**config.mk**
```make
export PLATFORM = sky130hd
export DESIGN_NAME = bc_condition_flag_registers
export DESIGN_NICKNAME = d
export VERILOG_FILES = /design/src/hdl/bc_flags_pkg.sv /design/src/hdl/bc_condition_flag_registers.sv
export VERILOG_INCLUDE_DIRS = /design/src /design/src/hdl
export SDC_FILE = /design/constraint.sdc
export NUM_CORES = 1
export LEC_CHECK = 0
export ABC_AREA = 1
export BUFFER_PORTS_ARGS = -buffer_cell sky130_fd_sc_hd__buf_2
export CORE_MARGIN = 5
export CORE_UTILIZATION = 30
export DETAILED_ROUTE_END_ITERATION = 10
export MAX_ROUTING_LAYER = met4
export PLACE_DENSITY = 0.65
export SYNTH_ARGS = -nofsm -noshare
export SYNTH_HDL_FRONTEND = slang
export SYNTH_SLANG_ARGS = --single-unit
```
**constraint.sdc**
```tcl
create_clock -name clk_sys -period 1.5 [get_ports clk_sys]
set_input_delay 0.075 -clock clk_sys [delete_from_list [all_inputs] [get_ports clk_sys]]
set_output_delay 0.075 -clock clk_sys [all_outputs]
set_load 0.02 [all_outputs]
```
**src/hdl/bc_flags_map.svh**
```systemverilog
// register offsets, field positions and timing counts of the flag registers
`ifndef BC_FLAGS_MAP_SVH
`define BC_FLAGS_MAP_SVH

// word offsets on the local register port
`define CFG7_OFS          5'h19
`define REV_OFS           5'h1a
`define CC_OFS            5'h1b

// configuration register fields
`define CFG7_VER_BIT      9
`define CFG7_VER_FB_BIT   5
`define CFG7_WDOG_BIT     1

// condition word fields
`define CC_ONE_BIT        15
`define CC_RETRY_MSB_BIT  14
`define CC_RETRY_LSB_BIT  13
`define CC_ANY_ERR_BIT    12
`define CC_STATUS_BIT     11
`define CC_GOOD_BIT       10
`define CC_FMT_BIT        9
`define CC_NORESP_BIT     8
`define CC_CLR_LSB        8
`define CC_LT_FLAG        1
`define CC_EQ_FLAG        0

// retry counts
`define RETRY_TWO         2'h2
`define RETRY_NONE        2'h0

// frame time unit and clock
`define FRAME_UNIT_NS     100000
`define CLK_PERIOD_NS     25
`define TICK_CYC \
	((`FRAME_UNIT_NS + `CLK_PERIOD_NS - 1) / `CLK_PERIOD_NS)

`endif

```
**src/hdl/bc_flags_pkg.sv**
```systemverilog
// state type of the condition flag register group
package bc_flags_pkg;

	typedef struct packed {
		logic        cfg_version;
		logic        cfg_wdog;
		logic [7:0]  flags;
		logic [6:0]  cond;
		logic [11:0] prescale;
		logic [15:0] frame_cnt;
		logic        eof_irq;
		logic [15:0] rdata;
	} state_t;

endpackage : bc_flags_pkg

```
**src/hdl/bc_condition_flag_registers.sv**
```systemverilog
// condition code, configuration and revision registers of the controller
`timescale 1ns/1ps
`include "bc_flags_map.svh"

//Contract
// - writing one to version bit 9 reads back at bits 9 and 5
// - watchdog enable and eof mask raise interrupt when frame count hits zero
// - revision register returns back-end revision, read only
// - condition word bit 15 always reads one
// - message condition bits update at message end, held until next message
// - bit 14 for two retries, bit 13 for one or two retries
// - bit 12 on loopback error, format error or no response
// - bit 11 on unmasked set status bit; broadcast mode selects testing
// - bit 10 when data block stored without error
// - bit 9 on response format error, bit 8 on no response
// - bits 7 to 2 read user flags seven to two
// - bit 1 shows flag one; compare loads it with less-than
// - bit 0 shows flag zero; compare loads it with equal
// - write ones in bits 15 to 8 clear flags seven to zero
// - write ones in bits 7 to 0 set flags seven to zero
// - clear and set of one flag in one write toggles it
// - all user flags are zero after reset
// - frame remaining counts down in 100 us units to zero
module bc_condition_flag_registers
	import bc_flags_pkg::*;
#(
	// arbitrary neutral revision value
	parameter logic [15:0] BACKEND_REV = 16'h0001,
	parameter int          TICK_CYCLES = `TICK_CYC
) (
	// clock and reset
	input  wire logic        clk_sys,
	input  wire logic        reset,
	// host register port
	input  wire logic [4:0]  reg_addr,
	input  wire logic        reg_wr,
	input  wire logic        reg_rd,
	input  wire logic [15:0] reg_wdata,
	output logic      [15:0] reg_rdata_r,
	// message results from the sequencing engine
	input  wire logic        msg_done,
	input  wire logic [1:0]  msg_retries,
	input  wire logic        msg_loop_err,
	input  wire logic        msg_fmt_err,
	input  wire logic        msg_no_resp,
	input  wire logic        msg_good_data,
	input  wire logic        msg_bcast,
	input  wire logic        bcast_test_mode,
	input  wire logic [15:0] rt_status,
	input  wire logic [15:0] rt_status_mask,
	// instruction engine flag updates
	input  wire logic [7:0]  eng_flag_set,
	input  wire logic [7:0]  eng_flag_clr,
	input  wire logic        cmp_done,
	input  wire logic        cmp_less,
	input  wire logic        cmp_equal,
	// frame timer
	input  wire logic        frame_load,
	input  wire logic [15:0] frame_time,
	input  wire logic        eof_irq_mask,
	output logic      [15:0] frame_remaining_r,
	output logic             eof_irq_r,
	// state seen by the engine
	output logic      [7:0]  user_flags_r,
	output logic             wdog_en_r
);

	// ****************************************************
	// parameter checks
	// ****************************************************
	if (TICK_CYCLES < 2 || TICK_CYCLES > 4096) begin : g_chk
		$error("TICK_CYCLES must lie in 2..4096");
	end

	localparam logic [11:0] TICK_LAST = 12'(TICK_CYCLES - 1);

	state_t s_r;
	state_t s_nxt;

	logic       wr_cc;
	logic       wr_cfg;
	logic [7:0] host_flags;
	logic [7:0] flag_clr_w;
	logic [7:0] flag_set_w;
	logic       tick;
	logic       status_hit;

	assign wr_cc      = reg_wr && reg_addr == `CC_OFS;
	assign wr_cfg     = reg_wr && reg_addr == `CFG7_OFS;
	assign flag_clr_w = reg_wdata[15:`CC_CLR_LSB];
	assign flag_set_w = reg_wdata[`CC_CLR_LSB-1:0];
	assign tick       = s_r.frame_cnt != 16'h0000 && s_r.prescale == TICK_LAST;

	// ****************************************************
	// host flag write, per flag
	// ****************************************************
	for (genvar i = 0; i < 8; i++) begin : g_flag
		always_comb begin
			host_flags[i] = s_r.flags[i];
			if (wr_cc) begin
				if (flag_clr_w[i] && flag_set_w[i]) begin
					host_flags[i] = ~s_r.flags[i];
				end else if (flag_set_w[i]) begin
					host_flags[i] = 1'b1;
				end else if (flag_clr_w[i]) begin
					host_flags[i] = 1'b0;
				end
			end
		end
	end

	// status test; a broadcast has no reply to test unless mode allows it
	assign status_hit = (|(rt_status & ~rt_status_mask)) &&
		(!msg_bcast || bcast_test_mode);

	// ****************************************************
	// next state
	// ****************************************************
	always_comb begin
		s_nxt = s_r;
		s_nxt.eof_irq = 1'b0;
		s_nxt.rdata = 16'h0000;

		// configuration write
		if (wr_cfg) begin
			s_nxt.cfg_version = reg_wdata[`CFG7_VER_BIT];
			s_nxt.cfg_wdog = reg_wdata[`CFG7_WDOG_BIT];
		end

		// host flags first, engine applied over them
		s_nxt.flags = (host_flags & ~eng_flag_clr) | eng_flag_set;
		if (cmp_done) begin
			s_nxt.flags[`CC_LT_FLAG] = cmp_less;
			s_nxt.flags[`CC_EQ_FLAG] = cmp_equal;
		end

		// message conditions change only here, never on host writes
		if (msg_done) begin
			s_nxt.cond[`CC_RETRY_MSB_BIT-`CC_CLR_LSB] =
				msg_retries == `RETRY_TWO;
			s_nxt.cond[`CC_RETRY_LSB_BIT-`CC_CLR_LSB] =
				msg_retries != `RETRY_NONE;
			s_nxt.cond[`CC_ANY_ERR_BIT-`CC_CLR_LSB] =
				msg_loop_err || msg_fmt_err || msg_no_resp;
			s_nxt.cond[`CC_STATUS_BIT-`CC_CLR_LSB] = status_hit;
			s_nxt.cond[`CC_GOOD_BIT-`CC_CLR_LSB] = msg_good_data;
			s_nxt.cond[`CC_FMT_BIT-`CC_CLR_LSB] = msg_fmt_err;
			s_nxt.cond[`CC_NORESP_BIT-`CC_CLR_LSB] = msg_no_resp;
		end

		// frame timer: one count per 100 us, parked at zero
		if (frame_load) begin
			s_nxt.frame_cnt = frame_time;
			s_nxt.prescale = 12'h000;
		end else if (s_r.frame_cnt != 16'h0000) begin
			if (tick) begin
				s_nxt.prescale = 12'h000;
				s_nxt.frame_cnt = s_r.frame_cnt - 16'h0001;
			end else begin
				s_nxt.prescale = s_r.prescale + 12'h001;
			end
		end else begin
			s_nxt.prescale = 12'h000;
		end

		// end of frame interrupt is a one-cycle pulse
		if (tick && s_r.frame_cnt == 16'h0001 && s_r.cfg_wdog &&
			eof_irq_mask && !frame_load) begin
			s_nxt.eof_irq = 1'b1;
		end

		// read data lands one cycle after the read strobe
		if (reg_rd) begin
			unique case (reg_addr)
				`CFG7_OFS: begin
					s_nxt.rdata[`CFG7_VER_BIT] = s_r.cfg_version;
					s_nxt.rdata[`CFG7_VER_FB_BIT] = s_r.cfg_version;
					s_nxt.rdata[`CFG7_WDOG_BIT] = s_r.cfg_wdog;
				end
				`REV_OFS: begin
					s_nxt.rdata = BACKEND_REV;
				end
				`CC_OFS: begin
					s_nxt.rdata[`CC_ONE_BIT] = 1'b1;
					s_nxt.rdata[`CC_ONE_BIT-1:`CC_CLR_LSB] = s_r.cond;
					s_nxt.rdata[7:0] = s_r.flags;
				end
				default: begin
					s_nxt.rdata = 16'h0000;
				end
			endcase
		end
	end

	// ****************************************************
	// state register
	// ****************************************************
	always_ff @(posedge clk_sys) begin
		if (reset) begin
			s_r <= '0;
		end else begin
			s_r <= s_nxt;
		end
	end

	assign reg_rdata_r       = s_r.rdata;
	assign frame_remaining_r = s_r.frame_cnt;
	assign eof_irq_r         = s_r.eof_irq;
	assign user_flags_r      = s_r.flags;
	assign wdog_en_r         = s_r.cfg_wdog;
endmodule : bc_condition_flag_registers

```
# [Word-level counts from Yosys, hierarchy flattened]
# Index checks and enable logic that the tools add are counted.
[totals] latch_bits=0 mem_bits_ro=0 register_bits=62 memories=0 word_cells=105 mem_bits_rw=0 in_bits=103 output_inout_bits=42
[op_classes] shift=0 div_mod_pow=0 magnitude_cmp=0 eq_ne=6 n_mul=0 addsub=2 n_bitwise=16 reduce_logical=30 mux=42
[ops] operator="two-way mux 16 bit" n=3
[ops] operator="two-way mux 1 bit" n=33
[ops] operator="AND 16 bit" n=1
[ops] operator="equality test 16 x 1 -> 1 bit (second input constant)" n=1
[ops] operator="logical AND 1 bit" n=16
[ops] operator="NOT 16 bit" n=1
[ops] operator="nonzero test 16 bit" n=1
[ops] operator="OR reduction 16 bit" n=1
[ops] operator="subtractor 16 x 1 -> 16 bit (second input constant)" n=1
[ops] operator="equality test 5 bit (second input constant)" n=3
[ops] operator="adder 12 x 1 -> 12 bit (second input constant)" n=1
[ops] operator="equality test 12 bit (second input constant)" n=1
[ops] operator="NOT 1 bit" n=11
[ops] operator="AND 8 bit" n=1
[ops] operator="NOT 8 bit" n=1
[ops] operator="OR 8 bit" n=1
[ops] operator="one-hot mux 1 bit (2 select lines)" n=4
[ops] operator="two-way mux 6 bit" n=1
[ops] operator="nonzero test 2 bit" n=3
[ops] operator="OR reduction 4 bit" n=1
[ops] operator="logical OR 1 bit" n=3
[ops] operator="OR reduction 3 bit" n=1
[ops] operator="equality test 2 bit (second input constant)" n=1
[ops] operator="logical NOT 1 bit" n=2
[ops] operator="3 further kinds" n=3

# [Longest topological paths before layout]
[depth] depth_word=7 mapped_depth=11

# [Least setup slack after synthesis]
# OpenSTA, ideal clock, no wires.
[synth_timing] path_type="register -> register" startpoint="register s_r, in the netlist frame_remaining_r[0]" endpoint="register s_r, in the netlist frame_remaining_r[1]" path_stages_with_launch=11 setup_time_ns=0.116 t_required_ns=1.384 period_less_slack_ns=1.635 t_arrival_ns=1.519 slack_ns=-0.135 path_cell_list="dfxtp_1 inv_1 ha_1 nand2_2 nor2_4 nand2_4 nand2_1 nand2_1 buf_4 o21ai_0 nor2_1"
[synth_between] elab_chain_len=4 elab_cells_between_ends=9 classes_between="add/sub: 1; mux: 3; reduce/logical: 5"
[synth_rtl] item="start: declaration" line_no="bc_condition_flag_registers.sv:77" text="state_t s_r;"
[synth_rtl] item="start signal: assignment" line_no="bc_condition_flag_registers.sv:202" text="s_r <= s_nxt;"
[synth_rtl] item="subtractor 16 x 1 -> 16 bit or nonzero test 16 bit (tied branches)" line_no="bc_condition_flag_registers.sv:158, bc_condition_flag_registers.sv:92, bc_condition_flag_registers.sv:155"
[synth_rtl] item="two-way mux 16 bit or logical AND 1 bit (tied branches)" line_no="bc_condition_flag_registers.sv:156, bc_condition_flag_registers.sv:92"
[synth_rtl] item="two-way mux 16 bit or nonzero test 2 bit (tied branches)"
[synth_rtl] item="two-way mux 16 bit or AND reduction 2 bit (tied branches)"
# Several ways; a longest one is shown, not always the timed one. The select of a mux whose other input is x is not followed.
# A chain may end at the register's enable or synchronous reset.

# [Final worst setup path]
[layout_timing] startpoint="register s_r, in the netlist frame_remaining_r[1]" endpoint="register s_r[44] (netlist bit)"
[layout_between] elab_chain_len=3 elab_cells_between_ends=4 classes_between="bitwise: 1; reduce/logical: 3"
[layout_rtl] item="nonzero test 16 bit (*)" line_no="bc_condition_flag_registers.sv:92, bc_condition_flag_registers.sv:155"
[layout_rtl] item="logical AND 1 bit or NOT 1 bit (tied branches)"
[layout_rtl] item="OR reduction 4 bit (no line) (*)"
# Every way passes the cells marked *; elsewhere a longest branch is shown, timed or not.

==> summary.txt <==
Floorplanning
  – Row count: 39
  – Initial Util: 30.5%
  – Num ports: 145
  – Core outline area: 11400 sq um
  – Die height: 118 um
  – Die extent in x: 118 um
  – Die area: 13900 sq um

Synth
  – Mux share of post-synthesis cell area: 0%
  – Seq/Total Area, Yosys: 35.6%
  – Simple-Gate Fraction of Synth Area: 33.0%
  – Synth Area in Adders: 1.08%
  – Synth Area per Inst: 6.63 sq um
  – Synth cell types: 34
  – Syn_nets: 631
  – Cell count after synthesis: 525
  – Cell Area, Synth: 3480 sq um
  – Ys Warns: 0
  – Combinational family with the most area after synthesis: simple AND/OR/NAND/NOR gates
  – Register bit total from synthesis: 62
  – Compound-Gate Fraction of Synth Area: 9.73%
  – XOR/XNOR Fraction of Synth Area: 1.76%

Global routing
  – Largest net degree at the start of global routing: 18
  – Initial antenna violation count: 0
  – Number of global-route vias before repair: 3455
  – Aggregate global-route resource usage: 14.8%
  – Overflow after GRT: 0
  – First-pass GRT wire length: 16500 um

Layout
  – Layout cells sized above 1: 40.3%
  – Ant diodes: 0
  – Register area: 1250 sq um
  – Multi-input logic area: 1770 sq um
  – Commonest cells after routing, fill and taps aside: 144 x buf_2, 109 x nand2_1, 74 x inv_1, 56 x dfxtp_1, 55 x nor2_1
  – Fillers: 1209
  – P&R area growth vs syn: 47.2%
  – Final net count: 801
  – Most common cell after layout, fill and taps aside: buf_2

Timing
  – Final Hold Vio Count: 0
  – Fin crit period: 1.51 ns
  – Endpoints failing setup: 2
  – Setup_tns: -0.0244 ns
  – Clock Skew: 0.00812 ns
  – Max-slew headroom: 68.7%
  – Slew @ Worst Pin: 0.469 ns
  – Setup ws final: -0.0130 ns
  – RSZ-0062 raised after global routing: yes
  – Fin. max-slew vios: 0
  – Final period util: 101%
  – Peak Freq: 0.661 GHz

Power and ir drop
  – Switching pwr: 1350 uW
  – Internal power: 3620 uW
  – Sw Share: 27.1%
  – Leakage power: 0.00257 uW
  – Clock power share: 45.4%
  – Seq pwr share: 35.2%
  – Peak supply drop: 0.682 mV
  – Power Density: 968 nW/um^2
  – Logic pwr share: 19.3%

Placement
  – Port buffer count: 144
  – Setup WS pre-CTS: -0.0580 ns
  – DP HPWL: 7760 um
  – Routability cong.: 0.809

Worst setup path
  – CP startpoint kind: register
  – FF-to-FF path depth: 10
  – Critical-path top delay cell: dfxtp_2
  – Required time of the critical path: 1.77 ns
  – Slowest stage delay, CP: 0.32 ns
  – Critical path peak fanout: 5
  – CP arrival: 1.78 ns
  – Crit. End Element: register
  – R2r setup slk: -0.01 ns
  – CP Class: register to register
  – CP cell instances: inv_2 > ha_4 > nand2_4 > nor2_4 > nand2_4 > buf_12 > a21oi_4 > nand3_4 > buf_12 > a21oi_2

Clock network
  – Clk Latency, worst-skew pair: 0.33 ns
  – CTS tree: yes
  – Clock Path Buffers: 2
  – Clock-pin slew on the worst setup and hold paths: 0.06 ns
  – Clock sink count: 62
  – CTS Buf Count: 9
  – Root Driver: clkbuf_16
  – H-tree levels: 3

Status
  – Status: finished with violations
  – Failing checks: negative setup slack

Detailed routing
  – Met3 WL: 512 um
  – Wl on met1: 4580 um
  – Met2 WL: 4930 um
  – Drt pass-1 iters: 4
  – Detailed Route WL: 10200 um
  – Vias: 3672
  – Antenna-violating nets left: 0
  – First DRT Iteration DRCs: 118
  – Via-to-Cell Ratio: 4.36
  – DRC Markers: 0
  – Uppermost layer routed: met4
  – DR WL/cell: 12.1 um

Worst hold path
  – WHS Path Cells: 4
  – Worst Hold Class: primary input to register

Job
  – Max-Cap Viols: 0
==> synth_stat cells <==
library cell / count / area, sq um
a211oi_1: 1 / 7.51
a21boi_0: 1 / 7.51
a21oi_1: 30 / 150
a21oi_2: 2 / 17.5
a21oi_4: 1 / 16.3
buf_1: 1 / 3.75
buf_2: 1 / 5.00
buf_4: 41 / 308
buf_6: 1 / 11.3
clkbuf_1: 7 / 26.3
clkinv_1: 1 / 3.75
dfxtp_1: 62 / 1240
ha_1: 3 / 37.5
inv_1: 78 / 293
inv_2: 1 / 3.75
nand2_1: 115 / 432
nand2_2: 1 / 6.26
nand2_4: 1 / 11.3
nand3_1: 41 / 205
nand3_2: 1 / 10.0
nand3b_1: 2 / 15.0
nand4_1: 8 / 50.1
nor2_1: 65 / 244
nor2_2: 10 / 62.6
nor2_4: 3 / 33.8
nor3_1: 6 / 30.0
nor4_1: 3 / 18.8
o211ai_1: 1 / 7.51
o21ai_0: 20 / 100
o21bai_1: 1 / 7.51
o22ai_1: 4 / 25.0
or2_2: 5 / 31.3
xnor2_1: 3 / 26.3
xor2_1: 4 / 35.0
==> worst paths after layout <==
check / start / end
worst max-delay path: frame_remaining_r[1]$_SDFFE_PP0P_ / s_r[44]$_SDFF_PP0_
worst min-delay path: msg_bcast / s_r[48]$_SDFFE_PP0P_
worst max register to register: frame_remaining_r[1]$_SDFFE_PP0P_ / s_r[44]$_SDFF_PP0_
worst min register to register: s_r[48]$_SDFFE_PP0P_ / reg_rdata_r[11]$_SDFF_PP0_
==> cell families after synthesis <==
group,after synthesis
AND/OR/NAND/NOR,261
buffers and inverters,131
flip-flops,62
AO/OA/AOI/OAI,61
XOR/XNOR,7
adder cells (fa/ha/maj),3
==> layout make-up <==
type / count / area share (%)
clock buffer: 9 / 4.39
clock inverter: 7 / 1.93
inverter: 80 / 5.86
multi-input combinational: 332 / 34.5
sequential: 62 / 24.3
tap: 143 / 3.49
timing repair buffer: 210 / 25.5
==> state kept, by name (all words and copies together) (netlist names) <==
register,cells
eof_irq_r,1
frame_remaining_r,16
reg_rdata_r,16
s_r,20
user_flags_r,8
wdog_en_r,1
==> layer usage <==
metal	up-vias	global-route usage [%]
li1	1950	-
met1	1623	17.8
met2	89	24.2
met3	10	4.08
met4	0	4.80
met5	-	-
==> worst max-delay path: cells and delay by family (launching register included) <==
family                     cells  cell delay [ns]
buffers and inverters          3             0.37
and+or+nand+nor                4             0.37
DFF                            1             0.32
AOI/OAI and AO/OA              2             0.24
adders and majority gates      1             0.15
==> per-stage QoR <==
stage               util [%]  cell area (sq um)  hold slack [ns]  std cells  total power, uW
floorplan                  -               3510            0.169        525             2310
global placement        39.0               4450            0.318        809             2650
detailed placement      39.0               4450            0.320        809             2650
CTS                     43.0               4910         0.000810        836             4960
global route            44.9               5130           0.0206        843             5220
finish                  44.9               5130           0.0113        843             4970
==> repair_timing <==
action | in CTS | in global routing
hold buffers | 9 | 0
cloned | 0 | 1
pin swaps | 1 | 18
endpoints found under the setup margin | 23 | 28
setup buffers | 2 | 6
endpoints found under the hold margin | 8 | 0
gates resized for setup | 8 | 44
==> power groups by stage <==
stage	registers, uW	clock network [uW]	logic [uW]
2_1_floorplan	1790	0	512
3_3_place_gp	1780	0	869
3_5_place_dp	1780	0	872
5_1_grt	1760	2390	1070
6_report	1750	2260	960
4_1_cts	1750	2310	907
No activity file was read; power rests on OpenSTA's default activity.
